## config.mk

```make
export PLATFORM = sky130hd
export DESIGN_NAME = prfam_monitor
export DESIGN_NICKNAME = d
export VERILOG_FILES = /design/src/rtl/prfam_pkg.sv /design/src/rtl/prfam_monitor.sv /design/src/rtl/prfam_event_counter.sv
export SDC_FILE = /design/constraint.sdc
export NUM_CORES = 1
export LEC_CHECK = 0
export ABC_CLOCK_PERIOD_IN_PS = 7290
export BUFFER_PORTS_ARGS = -buffer_cell sky130_fd_sc_hd__buf_4
export CORE_UTILIZATION = 45
export CTS_CLUSTER_DIAMETER = 40
export DETAILED_ROUTE_END_ITERATION = 8
export PLACE_DENSITY = 0.6
export REMOVE_ABC_BUFFERS = 1
export SLEW_MARGIN = 20
export SYNTH_ARGS = -nofsm -noshare
export SYNTH_HDL_FRONTEND = slang
export SYNTH_SLANG_ARGS = --single-unit
```

## constraint.sdc

```tcl
create_clock -name core_clk -period 7.29 [get_ports core_clk]
set_clock_uncertainty 0.05 [all_clocks]
set_input_delay 0.729 -clock core_clk [delete_from_list [all_inputs] [get_ports core_clk]]
set_output_delay 0.729 -clock core_clk [all_outputs]
set_load 0.02 [all_outputs]
```

## src/rtl/prfam_pkg.sv

```systemverilog
// Constants shared by the 1544 kbit/s frame and alarm monitor
package prfam_pkg;
  // Register map (byte addresses, one word each)
  localparam int ADR_W = 8;
  localparam logic [7:0] ADDR_CTRL = 8'h00;
  localparam logic [7:0] ADDR_STATUS = 8'h04;
  localparam logic [7:0] ADDR_LATCH = 8'h08;
  localparam logic [7:0] ADDR_LOF_CNT = 8'h10;
  localparam logic [7:0] ADDR_FERR_CNT = 8'h14;
  localparam logic [7:0] ADDR_CRC_CNT = 8'h18;
  localparam logic [7:0] ADDR_CV_CNT = 8'h1c;
  localparam logic [3:0] CNT_PAGE = ADDR_LOF_CNT[7:4];
  localparam int NUM_CNT = 4;

  // Control fields
  localparam int CTRL_B8ZS = 0;
  localparam int CTRL_ESF = 1;
  localparam logic [1:0] CTRL_RESET = 2'h0;

  // Status and latch field positions
  localparam int ST_LOF = 0;
  localparam int ST_ONES = 1;
  localparam int ST_DIST = 2;
  localparam int ST_MISMATCH = 3;

  // Event counters
  localparam int CNT_W = 17;
  localparam logic [16:0] CNT_MAX = 17'h1869f;

  // Framing
  localparam logic [7:0] FRAME_LAST = 8'hc0;
  localparam logic [5:0] SF_FRAMES = 6'h0c;
  localparam logic [5:0] ESF_FRAMES = 6'h18;
  localparam logic [11:0] SF_PATTERN = 12'h8dc;
  localparam logic [3:0] SF_PAT_TOP = 4'hb;
  localparam logic [5:0] ESF_FPS = 6'h0b;
  localparam logic [2:0] ESF_FPS_TOP = 3'h5;
  localparam logic [2:0] LOF_ERR_LIMIT = 3'h2;
  localparam logic [5:0] CRC6_POLY = 6'h03;

  // Line code
  localparam logic [7:0] B8ZS_MARKS = 8'h1b;
  localparam logic [7:0] B8ZS_BPVS = 8'h12;
  localparam logic [3:0] ZRUN_LAST = 4'h7;
  localparam logic [3:0] ZRUN_SAT = 4'h8;

  // Alarm detectors
  localparam logic [11:0] ONES_WIN_LAST = 12'hc0f;
  localparam logic [3:0] ONES_MAX_ZEROS = 4'h8;
  localparam logic [7:0] DA_WIN_LAST = 8'hbf;
  localparam logic [3:0] DA_SF_MAX_ONES = 4'h8;
  localparam logic [2:0] DA_ESF_MIN_WORDS = 3'h4;
  localparam logic [15:0] DA_ESF_WORD = 16'hff00;
endpackage

```

## src/rtl/prfam_monitor.sv

```systemverilog
// Receive-only 1544 kbit/s framing, line code and alarm monitor
//
// Design decisions made here: the Wishbone interface to the registers and the register offsets.
`timescale 1ns/1ps
`default_nettype none
module prfam_monitor (
  input wire logic core_clk,
  input wire logic arst_n,
  input wire logic wb_cyc_i,
  input wire logic wb_stb_i,
  input wire logic wb_we_i,
  input wire logic [prfam_pkg::ADR_W-1:0] wb_adr_i,
  input wire logic [3:0] wb_sel_i,
  input wire logic [31:0] wb_dat_i,
  output logic [31:0] wb_dat_o,
  output logic wb_ack_o,
  input wire logic line_clk_i,
  input wire logic line_pos_i,
  input wire logic line_neg_i,
  output logic lof_o,
  output logic all_ones_alarm_o,
  output logic dist_alarm_o,
  output logic code_mismatch_o,
  output logic dl_bit_o,
  output logic dl_strobe_o
);
  import prfam_pkg::*;

  typedef enum {FR_HUNT, FR_SYNC} prfam_frm_state_t;

  // Pin synchronisers; the line clock is sampled and edge detected
  logic [1:0] clk_sync_reg, pos_sync_reg, neg_sync_reg;
  logic clk_prev_reg;
  logic bit_en, pulse;

  always_ff @(posedge core_clk or negedge arst_n) begin
    if (!arst_n) begin
      clk_sync_reg <= 2'h0;
      pos_sync_reg <= 2'h0;
      neg_sync_reg <= 2'h0;
      clk_prev_reg <= 1'b0;
    end else begin
      clk_sync_reg <= {clk_sync_reg[0], line_clk_i};
      pos_sync_reg <= {pos_sync_reg[0], line_pos_i};
      neg_sync_reg <= {neg_sync_reg[0], line_neg_i};
      clk_prev_reg <= clk_sync_reg[1];
    end
  end

  assign bit_en = clk_sync_reg[1] & ~clk_prev_reg;
  assign pulse = pos_sync_reg[1] | neg_sync_reg[1];

  // Register bus state
  logic [1:0] ctrl_reg;
  logic ack_reg, req, wr_fire, ctrl_b8zs, ctrl_esf;
  logic [3:0] latch_reg, lat_clr;
  assign req = wb_cyc_i & wb_stb_i;
  assign wr_fire = req & wb_we_i & ack_reg;
  assign ctrl_b8zs = ctrl_reg[CTRL_B8ZS];
  assign ctrl_esf = ctrl_reg[CTRL_ESF];

  // Bipolar decoder: eight-symbol window so a B8ZS block can be removed
  logic last_pol_reg, rx_b8zs_reg;
  logic [7:0] mark_sr_reg, bpv_sr_reg, mark_next, bpv_next;
  logic [3:0] zrun_reg;
  logic bpv, subst, dbit, iso_bpv, zrun_hit, mismatch_ev;
  assign bpv = pulse & (pos_sync_reg[1] == last_pol_reg);
  assign mark_next = {mark_sr_reg[6:0], pulse};
  assign bpv_next = {bpv_sr_reg[6:0], bpv};
  assign subst = (mark_next == B8ZS_MARKS) && (bpv_next == B8ZS_BPVS);
  assign dbit = mark_sr_reg[7];
  // Violations that leave the window unpaired are true code violations
  assign iso_bpv = bit_en & bpv_sr_reg[7];
  assign zrun_hit = bit_en & ~pulse & (zrun_reg == ZRUN_LAST);
  assign mismatch_ev = (bit_en & subst & ~ctrl_b8zs) | (zrun_hit & ctrl_b8zs);

  always_ff @(posedge core_clk or negedge arst_n) begin
    if (!arst_n) begin
      last_pol_reg <= 1'b0;
      mark_sr_reg <= 8'h0;
      bpv_sr_reg <= 8'h0;
      zrun_reg <= 4'h0;
      rx_b8zs_reg <= 1'b0;
    end else if (bit_en) begin
      if (pulse) begin
        last_pol_reg <= pos_sync_reg[1];
      end
      mark_sr_reg <= (subst & ctrl_b8zs) ? 8'h0 : mark_next;
      bpv_sr_reg <= subst ? 8'h0 : bpv_next;
      if (pulse) begin
        zrun_reg <= 4'h0;
      end else if (zrun_reg != ZRUN_SAT) begin
        zrun_reg <= zrun_reg + 4'h1;
      end
      if (subst) begin
        rx_b8zs_reg <= 1'b1;
      end else if (zrun_hit) begin
        rx_b8zs_reg <= 1'b0;
      end
    end
  end

  // Frame aligner
  prfam_frm_state_t st_reg;
  logic [7:0] bit_cnt_reg;
  logic [4:0] frm_cnt_reg;
  logic [23:0] fhist_reg, fh_next;
  logic [5:0] hunt_cnt_reg, mf_len;
  logic [3:0] err_hist_reg, err_next;
  logic [2:0] err_sum;
  logic lof, fbit_en, hunt_match, found_evt, slip_evt, fchk, fexp;
  logic ferr_evt, lof_evt;

  assign lof = (st_reg == FR_HUNT);
  assign fbit_en = bit_en & (bit_cnt_reg == 8'h0);
  assign fh_next = {fhist_reg[22:0], dbit};
  assign mf_len = ctrl_esf ? ESF_FRAMES : SF_FRAMES;
  assign hunt_match = ctrl_esf ?
    ({fh_next[20], fh_next[16], fh_next[12], fh_next[8], fh_next[4],
      fh_next[0]} == ESF_FPS) : (fh_next[11:0] == SF_PATTERN);
  assign found_evt = fbit_en & lof & (hunt_cnt_reg + 6'h1 >= mf_len) &
    hunt_match;
  // A candidate gets two multiframes; then move it by one bit
  assign slip_evt = fbit_en & lof & ~found_evt &
    (hunt_cnt_reg + 6'h1 == {mf_len[4:0], 1'b0});
  assign fchk = ~ctrl_esf | (frm_cnt_reg[1:0] == 2'h3);
  assign fexp = ctrl_esf ? ESF_FPS[ESF_FPS_TOP - frm_cnt_reg[4:2]] :
    SF_PATTERN[SF_PAT_TOP - frm_cnt_reg[3:0]];
  assign ferr_evt = fbit_en & ~lof & fchk & (dbit != fexp);
  assign err_next = {err_hist_reg[2:0], ferr_evt};
  assign err_sum = {2'h0, err_next[0]} + {2'h0, err_next[1]} +
    {2'h0, err_next[2]} + {2'h0, err_next[3]};
  assign lof_evt = fbit_en & ~lof & fchk & (err_sum >= LOF_ERR_LIMIT);

  always_ff @(posedge core_clk or negedge arst_n) begin
    if (!arst_n) begin
      st_reg <= FR_HUNT;
      bit_cnt_reg <= 8'h0;
      frm_cnt_reg <= 5'h0;
      fhist_reg <= 24'h0;
      hunt_cnt_reg <= 6'h0;
      err_hist_reg <= 4'h0;
    end else if (bit_en) begin
      if (slip_evt || bit_cnt_reg == FRAME_LAST) begin
        bit_cnt_reg <= 8'h0;
      end else begin
        bit_cnt_reg <= bit_cnt_reg + 8'h1;
      end
      if (fbit_en) begin
        case (st_reg)
          FR_HUNT: begin
            fhist_reg <= fh_next;
            hunt_cnt_reg <= slip_evt ? 6'h0 : hunt_cnt_reg + 6'h1;
            if (found_evt) begin
              st_reg <= FR_SYNC;
              frm_cnt_reg <= 5'h0;
              err_hist_reg <= 4'h0;
            end
          end
          FR_SYNC: begin
            // Wrap with >= so a structure change mid-run cannot overrun
            if ({1'b0, frm_cnt_reg} >= mf_len - 6'h1) begin
              frm_cnt_reg <= 5'h0;
            end else begin
              frm_cnt_reg <= frm_cnt_reg + 5'h1;
            end
            if (fchk) begin
              err_hist_reg <= err_next;
            end
            if (lof_evt) begin
              st_reg <= FR_HUNT;
              hunt_cnt_reg <= 6'h0;
            end
          end
          default: begin
            st_reg <= FR_HUNT;
          end
        endcase
      end
    end
  end

  // CRC-6 over each 24-frame multiframe, framing bits taken as ones
  logic [5:0] crc_reg, crc_prev_reg, rx_crc_reg;
  logic [1:0] mf_seen_reg;
  logic mf_start, crc_err_evt;

  function automatic logic [5:0] crc_step(input logic [5:0] c,
                                          input logic d);
    crc_step = {c[4:0], 1'b0} ^ ({6{c[5] ^ d}} & CRC6_POLY);
  endfunction

  assign mf_start = fbit_en & ~lof & ctrl_esf & (frm_cnt_reg == 5'h0);
  assign crc_err_evt = mf_start & mf_seen_reg[1] &
    (rx_crc_reg != crc_prev_reg);

  always_ff @(posedge core_clk or negedge arst_n) begin
    if (!arst_n) begin
      crc_reg <= 6'h0;
      crc_prev_reg <= 6'h0;
      rx_crc_reg <= 6'h0;
      mf_seen_reg <= 2'h0;
    end else if (lof || !ctrl_esf) begin
      mf_seen_reg <= 2'h0;
    end else if (bit_en) begin
      if (mf_start) begin
        crc_prev_reg <= crc_reg;
        crc_reg <= crc_step(6'h0, 1'b1);
        if (!mf_seen_reg[1]) begin
          mf_seen_reg <= mf_seen_reg + 2'h1;
        end
      end else begin
        crc_reg <= crc_step(crc_reg, fbit_en | dbit);
      end
      if (fbit_en && frm_cnt_reg[1:0] == 2'h1) begin
        rx_crc_reg <= {rx_crc_reg[4:0], dbit};
      end
    end
  end

  // Data link bits sit in the odd frames of the 24-frame structure
  logic dl_en, dl_bit_reg, dl_strobe_reg;
  assign dl_en = fbit_en & ~lof & ctrl_esf & ~frm_cnt_reg[0];

  always_ff @(posedge core_clk or negedge arst_n) begin
    if (!arst_n) begin
      dl_bit_reg <= 1'b0;
      dl_strobe_reg <= 1'b0;
    end else begin
      dl_strobe_reg <= dl_en;
      if (dl_en) begin
        dl_bit_reg <= dbit;
      end
    end
  end

  // All-ones alarm: few zeros in the window; sparse violations pass
  logic [11:0] ones_win_reg;
  logic [3:0] ones_zero_reg;
  logic ones_alm_reg, ones_end;
  assign ones_end = bit_en & (ones_win_reg == ONES_WIN_LAST);

  always_ff @(posedge core_clk or negedge arst_n) begin
    if (!arst_n) begin
      ones_win_reg <= 12'h0;
      ones_zero_reg <= 4'h0;
      ones_alm_reg <= 1'b0;
    end else if (ones_end) begin
      ones_win_reg <= 12'h0;
      ones_zero_reg <= 4'h0;
      ones_alm_reg <= (ones_zero_reg <= ONES_MAX_ZEROS);
    end else if (bit_en) begin
      ones_win_reg <= ones_win_reg + 12'h1;
      if (!dbit && ones_zero_reg != 4'hf) begin
        ones_zero_reg <= ones_zero_reg + 4'h1;
      end
    end
  end

  // Distant alarm: bit 2 low in all but at most eight slots of the window in 12-frame mode, or at least four alarm words on the link in 24-frame mode
  logic [7:0] da_frm_reg;
  logic [3:0] da_ones_reg;
  logic [2:0] da_words_reg;
  logic [15:0] dl_hist_reg, dl_hist_next;
  logic dist_reg, da_bit, da_end;
  assign da_bit = bit_en & ~lof & ~ctrl_esf & (bit_cnt_reg[2:0] == 3'h2);
  assign dl_hist_next = {dl_hist_reg[14:0], dbit};
  assign da_end = fbit_en & ~lof & (da_frm_reg == DA_WIN_LAST);

  always_ff @(posedge core_clk or negedge arst_n) begin
    if (!arst_n) begin
      da_frm_reg <= 8'h0;
      da_ones_reg <= 4'h0;
      da_words_reg <= 3'h0;
      dl_hist_reg <= 16'h0;
      dist_reg <= 1'b0;
    end else if (lof) begin
      da_frm_reg <= 8'h0;
      da_ones_reg <= 4'h0;
      da_words_reg <= 3'h0;
      dist_reg <= 1'b0;
    end else if (da_end) begin
      da_frm_reg <= 8'h0;
      da_ones_reg <= 4'h0;
      da_words_reg <= 3'h0;
      dist_reg <= ctrl_esf ? (da_words_reg >= DA_ESF_MIN_WORDS) :
        (da_ones_reg <= DA_SF_MAX_ONES);
    end else begin
      if (fbit_en) begin
        da_frm_reg <= da_frm_reg + 8'h1;
      end
      if (da_bit && dbit && da_ones_reg != 4'hf) begin
        da_ones_reg <= da_ones_reg + 4'h1;
      end
      if (dl_en) begin
        dl_hist_reg <= dl_hist_next;
        if (dl_hist_next == DA_ESF_WORD && da_words_reg != 3'h7) begin
          da_words_reg <= da_words_reg + 3'h1;
        end
      end
    end
  end

  always_ff @(posedge core_clk or negedge arst_n) begin
    if (!arst_n) begin
      latch_reg <= 4'h0;
    end else begin
      latch_reg <= {mismatch_ev, dist_reg, ones_alm_reg, lof} |
        (latch_reg & ~lat_clr);
    end
  end

  assign lof_o = latch_reg[ST_LOF];
  assign all_ones_alarm_o = latch_reg[ST_ONES];
  assign dist_alarm_o = latch_reg[ST_DIST];
  assign code_mismatch_o = latch_reg[ST_MISMATCH];
  assign dl_bit_o = dl_bit_reg;
  assign dl_strobe_o = dl_strobe_reg;

  // Event counters: loss count, framing errors, CRC errors, violations
  logic [CNT_W-1:0] cnt_val [NUM_CNT];
  logic [NUM_CNT-1:0] cnt_ovf, cnt_inc, cnt_clr;
  logic cnt_hit;
  assign cnt_hit = wr_fire & (wb_adr_i[7:4] == CNT_PAGE) &
    (wb_adr_i[1:0] == 2'h0);
  assign cnt_inc = {iso_bpv & ~lof, crc_err_evt, ferr_evt, lof_evt};

  for (genvar i = 0; i < NUM_CNT; i++) begin : g_cnt
    assign cnt_clr[i] = cnt_hit & (wb_adr_i[3:2] == 2'(i));
    prfam_event_counter u_cnt (
      .core_clk(core_clk),
      .arst_n(arst_n),
      .inc(cnt_inc[i]),
      .clr(cnt_clr[i]),
      .count_reg(cnt_val[i]),
      .ovf_reg(cnt_ovf[i])
    );
  end

  // Wishbone slave: one wait state, write lands on the acked edge
  logic [31:0] rd_data, dat_reg;
  assign lat_clr = (wr_fire && wb_adr_i == ADDR_LATCH && wb_sel_i[0]) ?
    wb_dat_i[3:0] : 4'h0;

  always_comb begin
    rd_data = 32'h0;
    case (wb_adr_i)
      ADDR_CTRL: rd_data[1:0] = ctrl_reg;
      ADDR_STATUS: rd_data[4:0] = {rx_b8zs_reg, 1'b0, dist_reg,
        ones_alm_reg, lof};
      ADDR_LATCH: rd_data[3:0] = latch_reg;
      default: begin
        if (wb_adr_i[7:4] == CNT_PAGE && wb_adr_i[1:0] == 2'h0) begin
          rd_data = {cnt_ovf[wb_adr_i[3:2]], 14'h0, cnt_val[wb_adr_i[3:2]]};
        end
      end
    endcase
  end

  always_ff @(posedge core_clk or negedge arst_n) begin
    if (!arst_n) begin
      ack_reg <= 1'b0;
      dat_reg <= 32'h0;
      ctrl_reg <= CTRL_RESET;
    end else begin
      ack_reg <= req & ~ack_reg;
      if (req && !ack_reg) begin
        dat_reg <= rd_data;
      end
      if (wr_fire && wb_adr_i == ADDR_CTRL && wb_sel_i[0]) begin
        ctrl_reg <= wb_dat_i[1:0];
      end
    end
  end

  assign wb_ack_o = ack_reg;
  assign wb_dat_o = dat_reg;
endmodule
`default_nettype wire

```

## src/rtl/prfam_event_counter.sv

```systemverilog
// Wrapping event counter with sticky overflow flag
`timescale 1ns/1ps
`default_nettype none
module prfam_event_counter (
  input wire logic core_clk,
  input wire logic arst_n,
  input wire logic inc,
  input wire logic clr,
  output logic [prfam_pkg::CNT_W-1:0] count_reg,
  output logic ovf_reg
);
  import prfam_pkg::*;

  logic [CNT_W-1:0] count_next;
  logic wrap;

  always_comb begin
    count_next = clr ? '0 : count_reg;
    wrap = inc && (count_next == CNT_MAX);
    if (inc) begin
      count_next = wrap ? '0 : count_next + 1'b1;
    end
  end

  // A clear with an increment in the same cycle leaves a count of one; no overflow is set then
  always_ff @(posedge core_clk or negedge arst_n) begin
    if (!arst_n) begin
      count_reg <= '0;
      ovf_reg <= 1'b0;
    end else begin
      count_reg <= count_next;
      ovf_reg <= wrap | (ovf_reg & ~clr);
    end
  end
endmodule
`default_nettype wire

```

# Word level (Yosys, flattened, before mapping)
# Memories as Yosys holds them, arrays and structs flattened.
# Index checks and enable logic that the tools add are counted.
[classes]
mux = 70
n_shift = 0
eq_ne = 35
addsub = 20
n_mul = 0
div = 0
reduce_logical = 58
n_lt_le_gt_ge = 10
bitwise = 72
[ops]
columns = ["operator", "n"]
rows = [
  ["two-way mux 17 bit", 14],
  ["two-way mux 32 bit", 3],
  ["adder 17 x 1 -> 17 bit, second input constant", 4],
  ["== test 17 bit, second input constant", 4],
  ["logical NOT 32 bit", 2],
  ["case mux 32 bit (2 select lines)", 1],
  ["two-way mux 8 bit", 6],
  ["bitwise AND 1 bit", 44],
  ["two-way mux 4 bit", 9],
  ["binary-select mux 17 bit (select 2 bit)", 1],
  ["== test 32 x 1 -> 1 bit, second input constant", 1],
  ["two-way mux 27 bit", 1],
  ["== test 12 bit, second input constant", 2],
  ["two-way mux 12 bit", 2],
  ["two-way mux 3 bit", 6],
  ["two-way mux 6 bit", 3],
  ["adder 8 x 1 -> 8 bit, second input constant", 2],
  ["== test 16 bit, second input constant", 1],
  ["== test 8 x 5 -> 1 bit, second input constant", 2],
  ["== test 8 bit, second input constant", 2],
  ["logical AND 1 bit", 16],
  ["logical NOT 8 bit", 2],
  ["nonzero test 2 bit", 8],
  ["two-way mux 5 bit", 3],
  ["63 further kinds", 126],
]
[word_totals]
word_cells = 309
ff_bits = 284
n_memories = 2
out_inout_bits = 39
ram_bits = 0
latchBits = 0
inputBits = 52
rom_bits = 24
[mem_list]
columns = ["name", "words", "word_bits", "read_ports", "rd_clocked_by_memory_dff", "wr", "line", "source"]
rows = [
  ["(no name shown)", 16, 1, 1, 0, 0, "prfam_monitor.sv:128", "SF_PATTERN[SF_PAT_TOP - frm_cnt_reg[3:0]];"],
  ["(no name shown)", 8, 1, 1, 0, 0, "prfam_monitor.sv:127", "assign fexp = ctrl_esf ? ESF_FPS[ESF_FPS_TOP - frm_cnt_reg[4:2]] :"],
]

# Depth between registers and ports, before layout
[logic_depth]
word_depth = 14
depth_mapped = 14

# Modules after synthesis
# From an unflattened synthesis, not the netlist that was laid out.
[unflattened]
cells_unflattened = 1228
area_unflattened_um2 = 12559.5
[by_module_without_submodules]
columns = ["mod", "instances", "seq_area_each_um2", "cells_per_inst", "area_per_inst_um2"]
rows = [
  ["prfam_monitor", 1, 4179.0, 828, 8545.7],
  ["prfam_event_counter", 4, 450.4, 100, 1003.5],
]

# Worst setup path before layout
# No wires, ideal clock.
[synth_path]
path_kind = "register to register"
from = "register frm_cnt_reg[2]"
to = "register g_cnt[0].u_cnt.count_reg[13] (netlist bit)"
path_stages_with_launch = 14
setup_slack_ns = 3.902
arrival_ns = 3.216
setup_time_ns = 0.121
t_required_ns = 7.119
path_cell_list = "dfrtp_1 -> inv_1 -> ha_1 -> and3b_1 -> mux2i_1 -> nand4_1 -> nand2_1 -> clkinv_1 -> fa_1 -> a21oi_1 -> or4b_4 -> nor4_1 -> xnor2_1 -> nor2_1"
[synth_between]
elab_chain_cells = 14
[synth_rtl]
columns = ["element", "line", "source"]
rows = [
  ["start: declaration", "prfam_monitor.sv:106", "logic [4:0] frm_cnt_reg;"],
  ["start signal: assignment", "prfam_monitor.sv:165", "frm_cnt_reg <= frm_cnt_reg + 5'h1;"],
  ["subtractor 4 bit / subtractor 3 bit (equally long branches)", "prfam_monitor.sv:128, prfam_monitor.sv:127", ""],
  ["memory (16 x 1 bit) / memory (8 x 1 bit) (equally long branches)", "n/a", ""],
  ["two-way mux 1 bit (on tied branches)", "prfam_monitor.sv:128, prfam_monitor.sv:127", ""],
  ["two-way mux 1 bit (*)", "prfam_monitor.sv:127", ""],
  ["!= test 1 bit (*)", "prfam_monitor.sv:129", "assign ferr_evt = fbit_en & ~lof & fchk & (dbit != fexp);"],
  ["bitwise AND 1 bit (*)", "prfam_monitor.sv:129", ""],
  ["adder 1 x 1 -> 2 bit (*)", "prfam_monitor.sv:131", "assign err_sum = {2'h0, err_next[0]} + {2'h0, err_next[1]} +"],
  ["adder 2 x 1 -> 3 bit (*)", "prfam_monitor.sv:131", ""],
  ["adder 3 x 1 -> 3 bit (*)", "prfam_monitor.sv:132", "{2'h0, err_next[2]} + {2'h0, err_next[3]};"],
  ["greater-or-equal comparator 3 x 2 -> 1 bit (*)", "prfam_monitor.sv:133", "assign lof_evt = fbit_en & ~lof & fchk & (err_sum >= LOF_ERR_LIMIT);"],
  ["bitwise AND 1 bit (*)", "prfam_monitor.sv:133", ""],
  ["logical AND 1 bit", "prfam_event_counter.sv:19", "wrap = inc && (count_next == CNT_MAX);"],
  ["two-way mux 17 bit", "prfam_event_counter.sv:21", "count_next = wrap ? '0 : count_next + 1'b1;"],
  ["two-way mux 17 bit (*)", "prfam_event_counter.sv:20", "if (inc) begin"],
  ["via g_cnt[0].u_cnt.count_next[13]", "prfam_event_counter.sv:14", "logic [CNT_W-1:0] count_next;"],
  ["end signal: assignment", "prfam_event_counter.sv:31", "count_reg <= count_next;"],
  ["end: declaration", "prfam_event_counter.sv:9", "output logic [prfam_pkg::CNT_W-1:0] count_reg,"],
]
# The timed path passes the listed nets; every way through them passes the cells marked *. The select of a mux whose other input is x is not followed.
# A chain may end at the register's enable or synchronous reset.

# Worst setup path after layout
[layout_path]
from = "register ctrl_reg[1]"
to = "register g_cnt[0].u_cnt.count_reg[1] (netlist bit)"
[layout_between]
elab_chain_cells = 12
[layout_rtl]
columns = ["element", "line", "source"]
rows = [
  ["start: declaration", "prfam_monitor.sv:54", "logic [1:0] ctrl_reg;"],
  ["start signal: assignment", "prfam_monitor.sv:371", "ctrl_reg <= wb_dat_i[1:0];"],
  ["inverter 1 bit", "prfam_monitor.sv:126", "assign fchk = ~ctrl_esf | (frm_cnt_reg[1:0] == 2'h3);"],
  ["OR 1 bit", "prfam_monitor.sv:126", ""],
  ["bitwise AND 1 bit", "prfam_monitor.sv:129, prfam_monitor.sv:133", ""],
  ["bitwise AND 1 bit", "prfam_monitor.sv:129", ""],
  ["adder 1 x 1 -> 2 bit", "prfam_monitor.sv:131", ""],
  ["adder 2 x 1 -> 3 bit", "prfam_monitor.sv:131", ""],
  ["adder 3 x 1 -> 3 bit", "prfam_monitor.sv:132", ""],
  ["greater-or-equal comparator 3 x 2 -> 1 bit", "prfam_monitor.sv:133", ""],
  ["bitwise AND 1 bit (*)", "prfam_monitor.sv:133", ""],
  ["logical AND 1 bit", "prfam_event_counter.sv:19", ""],
  ["two-way mux 17 bit", "prfam_event_counter.sv:21", ""],
  ["two-way mux 17 bit (*)", "prfam_event_counter.sv:20", ""],
  ["via g_cnt[0].u_cnt.count_next[1]", "prfam_event_counter.sv:14", ""],
]
# The timed path passes the listed nets; every way through them passes the cells marked *.

==> results by group <==
Worst setup path
  – Worst path cell trace: inv_2 -> a31oi_1 -> nand4_1 -> nand2_1 -> clkinv_1 -> fa_1 -> a21oi_1 -> nor4b_1 -> nand4_1 -> a31o_2
  – Worst Path Arrival: about 4800 ps
  – CP startpoint kind: flip-flop
  – CP dominant cell by count: nand4_1
  – Cell depth of the worst flop-to-flop path: 10
  – CP startpoint: ctrl_reg[1]
  – Critical Path Sink: g_cnt[0].u_cnt.count_reg[1]
  – Largest stage delay, worst path: between 700 and 800 ps
  – CP max-delay cell: dfrtp_1
  – Critical path data required time: 7640 ps
  – CP endpoint kind: flip-flop
  – CP Max Fanout: 16
  – R2r endpoint: g_cnt[0].u_cnt.count_reg[1]
  – Reg-to-Reg Start: ctrl_reg[1]
  – Worst R2R Setup Slack: approximately 2800 ps
  – WS Path Type: flip-flop to flip-flop

Logic synthesis
  – Ys flop type: dfrtp_1
  – Mapped Area: around 0.012 mm^2
  – Ys async rst share: between 90% and 100%
  – Mapped Cells: about 1.3k
  – Most common library cells after synthesis: dfrtp_1, nand2_1, nor2_1
  – Most common cell in the synthesized netlist: dfrtp_1
  – Synth area leaders: dfrtp_1, nand2_1, mux4_2
  – Synthesis Warnings: 0
  – Post-synth EDFFs: 0
  – Synth Register Bits: ~240
  – Area leader, netlist: dfrtp_1
  – Seq/Total Area, Yosys: 48.31%
  – Share of the synthesized area in the top cell type: between 40% and 50%
  – Synthesized area per cell: around 9.8 um^2
  – Unique cell type count in the Yosys netlist: 78

Global route
  – Initial antenna violation count: 0
  – First-pass GRT wire length: about 50000 um
  – Vias in the first global route: approximately 9k
  – Gr ovfl total: 0
  – Largest net degree at the start of global routing: between 150 and 200
  – GRT Resource Usage Total: between 20% and 30%

Placed design
  – Post-placement cell area: ~0.013 mm^2
  – Pre-CTS WS: about 2900 ps
  – Placer Congestion: between 0.8 and 0.9
  – Buffers added on ports: between 40 and 50
  – Placed wire-length estimate: ~20000 um

Route
  – Vias per cell: about 5.6
  – Post-route DRC: 0
  – Drt first pass iters: 5
  – Final ANT Viol Nets: 0
  – Routed len/inst: 17.32 um
  – Routed WL: between 20000 and 30000 um
  – DR vias: 9446
  – Detailed Route Iter0 Violations: between 500 and 600

STA
  – Measured slew at the worst slew-check pin: 964.0 ps
  – Tmin final: 4463 ps
  – Relative slew slack: between 30% and 40%
  – Setup slack after layout: 2827 ps
  – Max-slew violation count: 0
  – Tcrit/Tclk final: ~61%
  – Sum Neg Setup Slack: 0 ps
  – RSZ-0062 raised after global routing: no
  – Final setup vio count: 0
  – Max Fclk: 0.2241 GHz
  – Hold Vio Cnt, Final: 0

Clock tree
  – Clk sinks: ~240
  – Worst-Skew Late Latency: about 510 ps
  – Root Buffer: clkbuf_16
  – Htree depth: 2
  – CTS tree: yes
  – Cts bufs inserted: 40
  – Reg clk slew, reported paths: 50 ps
  – Hold-fix buffers, CTS: 0
  – Post-CTS Setup Repair Bufs: 0
  – Number of gates resized after cts: 0
  – Clock buffer depth: 3

Power
  – VDD IR max: between 200 and 250 uV
  – Pwr dens: about 260 mW/mm^2
  – Total power: between 3 and 4 mW
  – P_leak: roughly 6.5 nW

Floorplan
  – Site Rows: 60
  – Initial Util: 45.93%
  – Die Y: roughly 170 um
  – Die Wd: around 170 um
  – I/O pin cnt: roughly 90
  – Die footprint: between 0.02 and 0.03 mm^2
  – Core ar.: between 0.02 and 0.03 mm^2

Layout
  – Max FFs per register: 68
  – Share of cells above drive strength 1: 14.32%
  – Final instance area: about 0.014 mm^2
  – Antenna Cells: 0
  – Area growth from synthesis to layout: 16.02%
  – Total Nets Final: ~1.4k
  – Core utilization of the finished layout: about 53%

Status
  – Run status: finished clean

Flow run
  – MaxCap Viol Count: 0

Hold path
  – Worst hold path class: input port to async pin
==> metrics by stage <==
| step | hold slack (ps) | std cells |
|---|---|---|
| floorplan | 281.2 | 1211 |
| global route | 203.8 | 1675 |
| global placement | 289.2 | 1604 |
| finish | 141.5 | 1675 |
| CTS | 182.4 | 1674 |
| detailed placement | 292.6 | 1604 |
==> layout by cell type (no fill, tap or decap), types with 5 or more instances in the layout <==
cell type,n
mux4_2,18
clkbuf_16,41
mux2i_1,7
o31ai_1,10
a21o_1,9
inv_1,33
clkbuf_1,7
and4_1,8
and3_1,27
clkinv_2,8
nor2_1,87
nor3_1,19
nand3_1,64
a31oi_1,7
a21oi_1,35
nand2_1,227
buf_4,50
xnor2_1,35
a31o_2,5
xor2_1,42
nand2b_1,10
o211ai_1,12
o21ai_0,64
bufinv_16,7
nor4_1,13
and2_1,14
nand4_1,41
dfrtp_1,239
or4_1,6
or3_1,10
conb_1,14
nor4b_1,6
nor2b_1,6
mux2_2,33
ha_1,31
o2111ai_1,6
nor3b_1,7
a22o_1,6
a211oi_1,5
==> cells by family (layout without fill, tap and decap cells) <==
kind of cell,Yosys count,after routing,synth area share [%]
other,1,14,0.03029
AND/OR/NAND/NOR,572,572,23.05
multiplexers,58,58,6.843
XOR/XNOR,77,77,5.448
buffers and inverters,97,159,3.457
adder cells (fa/ha/maj),32,32,3.295
AO/OA/AOI/OAI,183,183,9.562
flip-flops,239,239,48.31
==> metal layers <==
metal,up-vias,share of wire (%),track usage [%]
met5,-,0,0
met4,0,1.8,5.784
met3,43,5.4,3.926
met2,207,44,32.66
met1,4644,49,31.37
li1,4552,-,-
==> critical path, delay by kind of cell (launching register included) <==
family / cells / cell delay, ps
AND/OR/NAND/NOR: 4 / 1700
buffers and inverters: 2 / 590
flip-flops: 1 / 750
AO/OA/AOI/OAI: 3 / 690
adder cells (fa/ha/maj): 1 / 580
==> how the worst min path moves through the flow <==
stage / start / end
floorplan: clk_sync_reg[0] / clk_sync_reg[1]
global placement: neg_sync_reg[0] / neg_sync_reg[1]
detailed placement: neg_sync_reg[0] / neg_sync_reg[1]
CTS: arst_n / fhist_reg[18]
global route: arst_n / fhist_reg[18]
finish: arst_n / fhist_reg[18]
==> layout make-up <==
class                   count  area [um^2]
clock buffers              51         1094
clock inverters            19        282.8
fillers                  2405        12590
inverters                  36        135.1
multi-input cells         936         6022
flip-flops and latches    239         5981
well taps                 341        426.7
repair buffers             53        421.7
==> power by group <==
group	internal [mW]	switching, mW	leakage, nW	total (mW)
combinational	0.103	0.162	2.66	0.265
sequential	1.40	0.0885	3.19	1.49
clock	1.30	0.635	0.674	1.94
No activity file was read; power rests on OpenSTA's default activity.
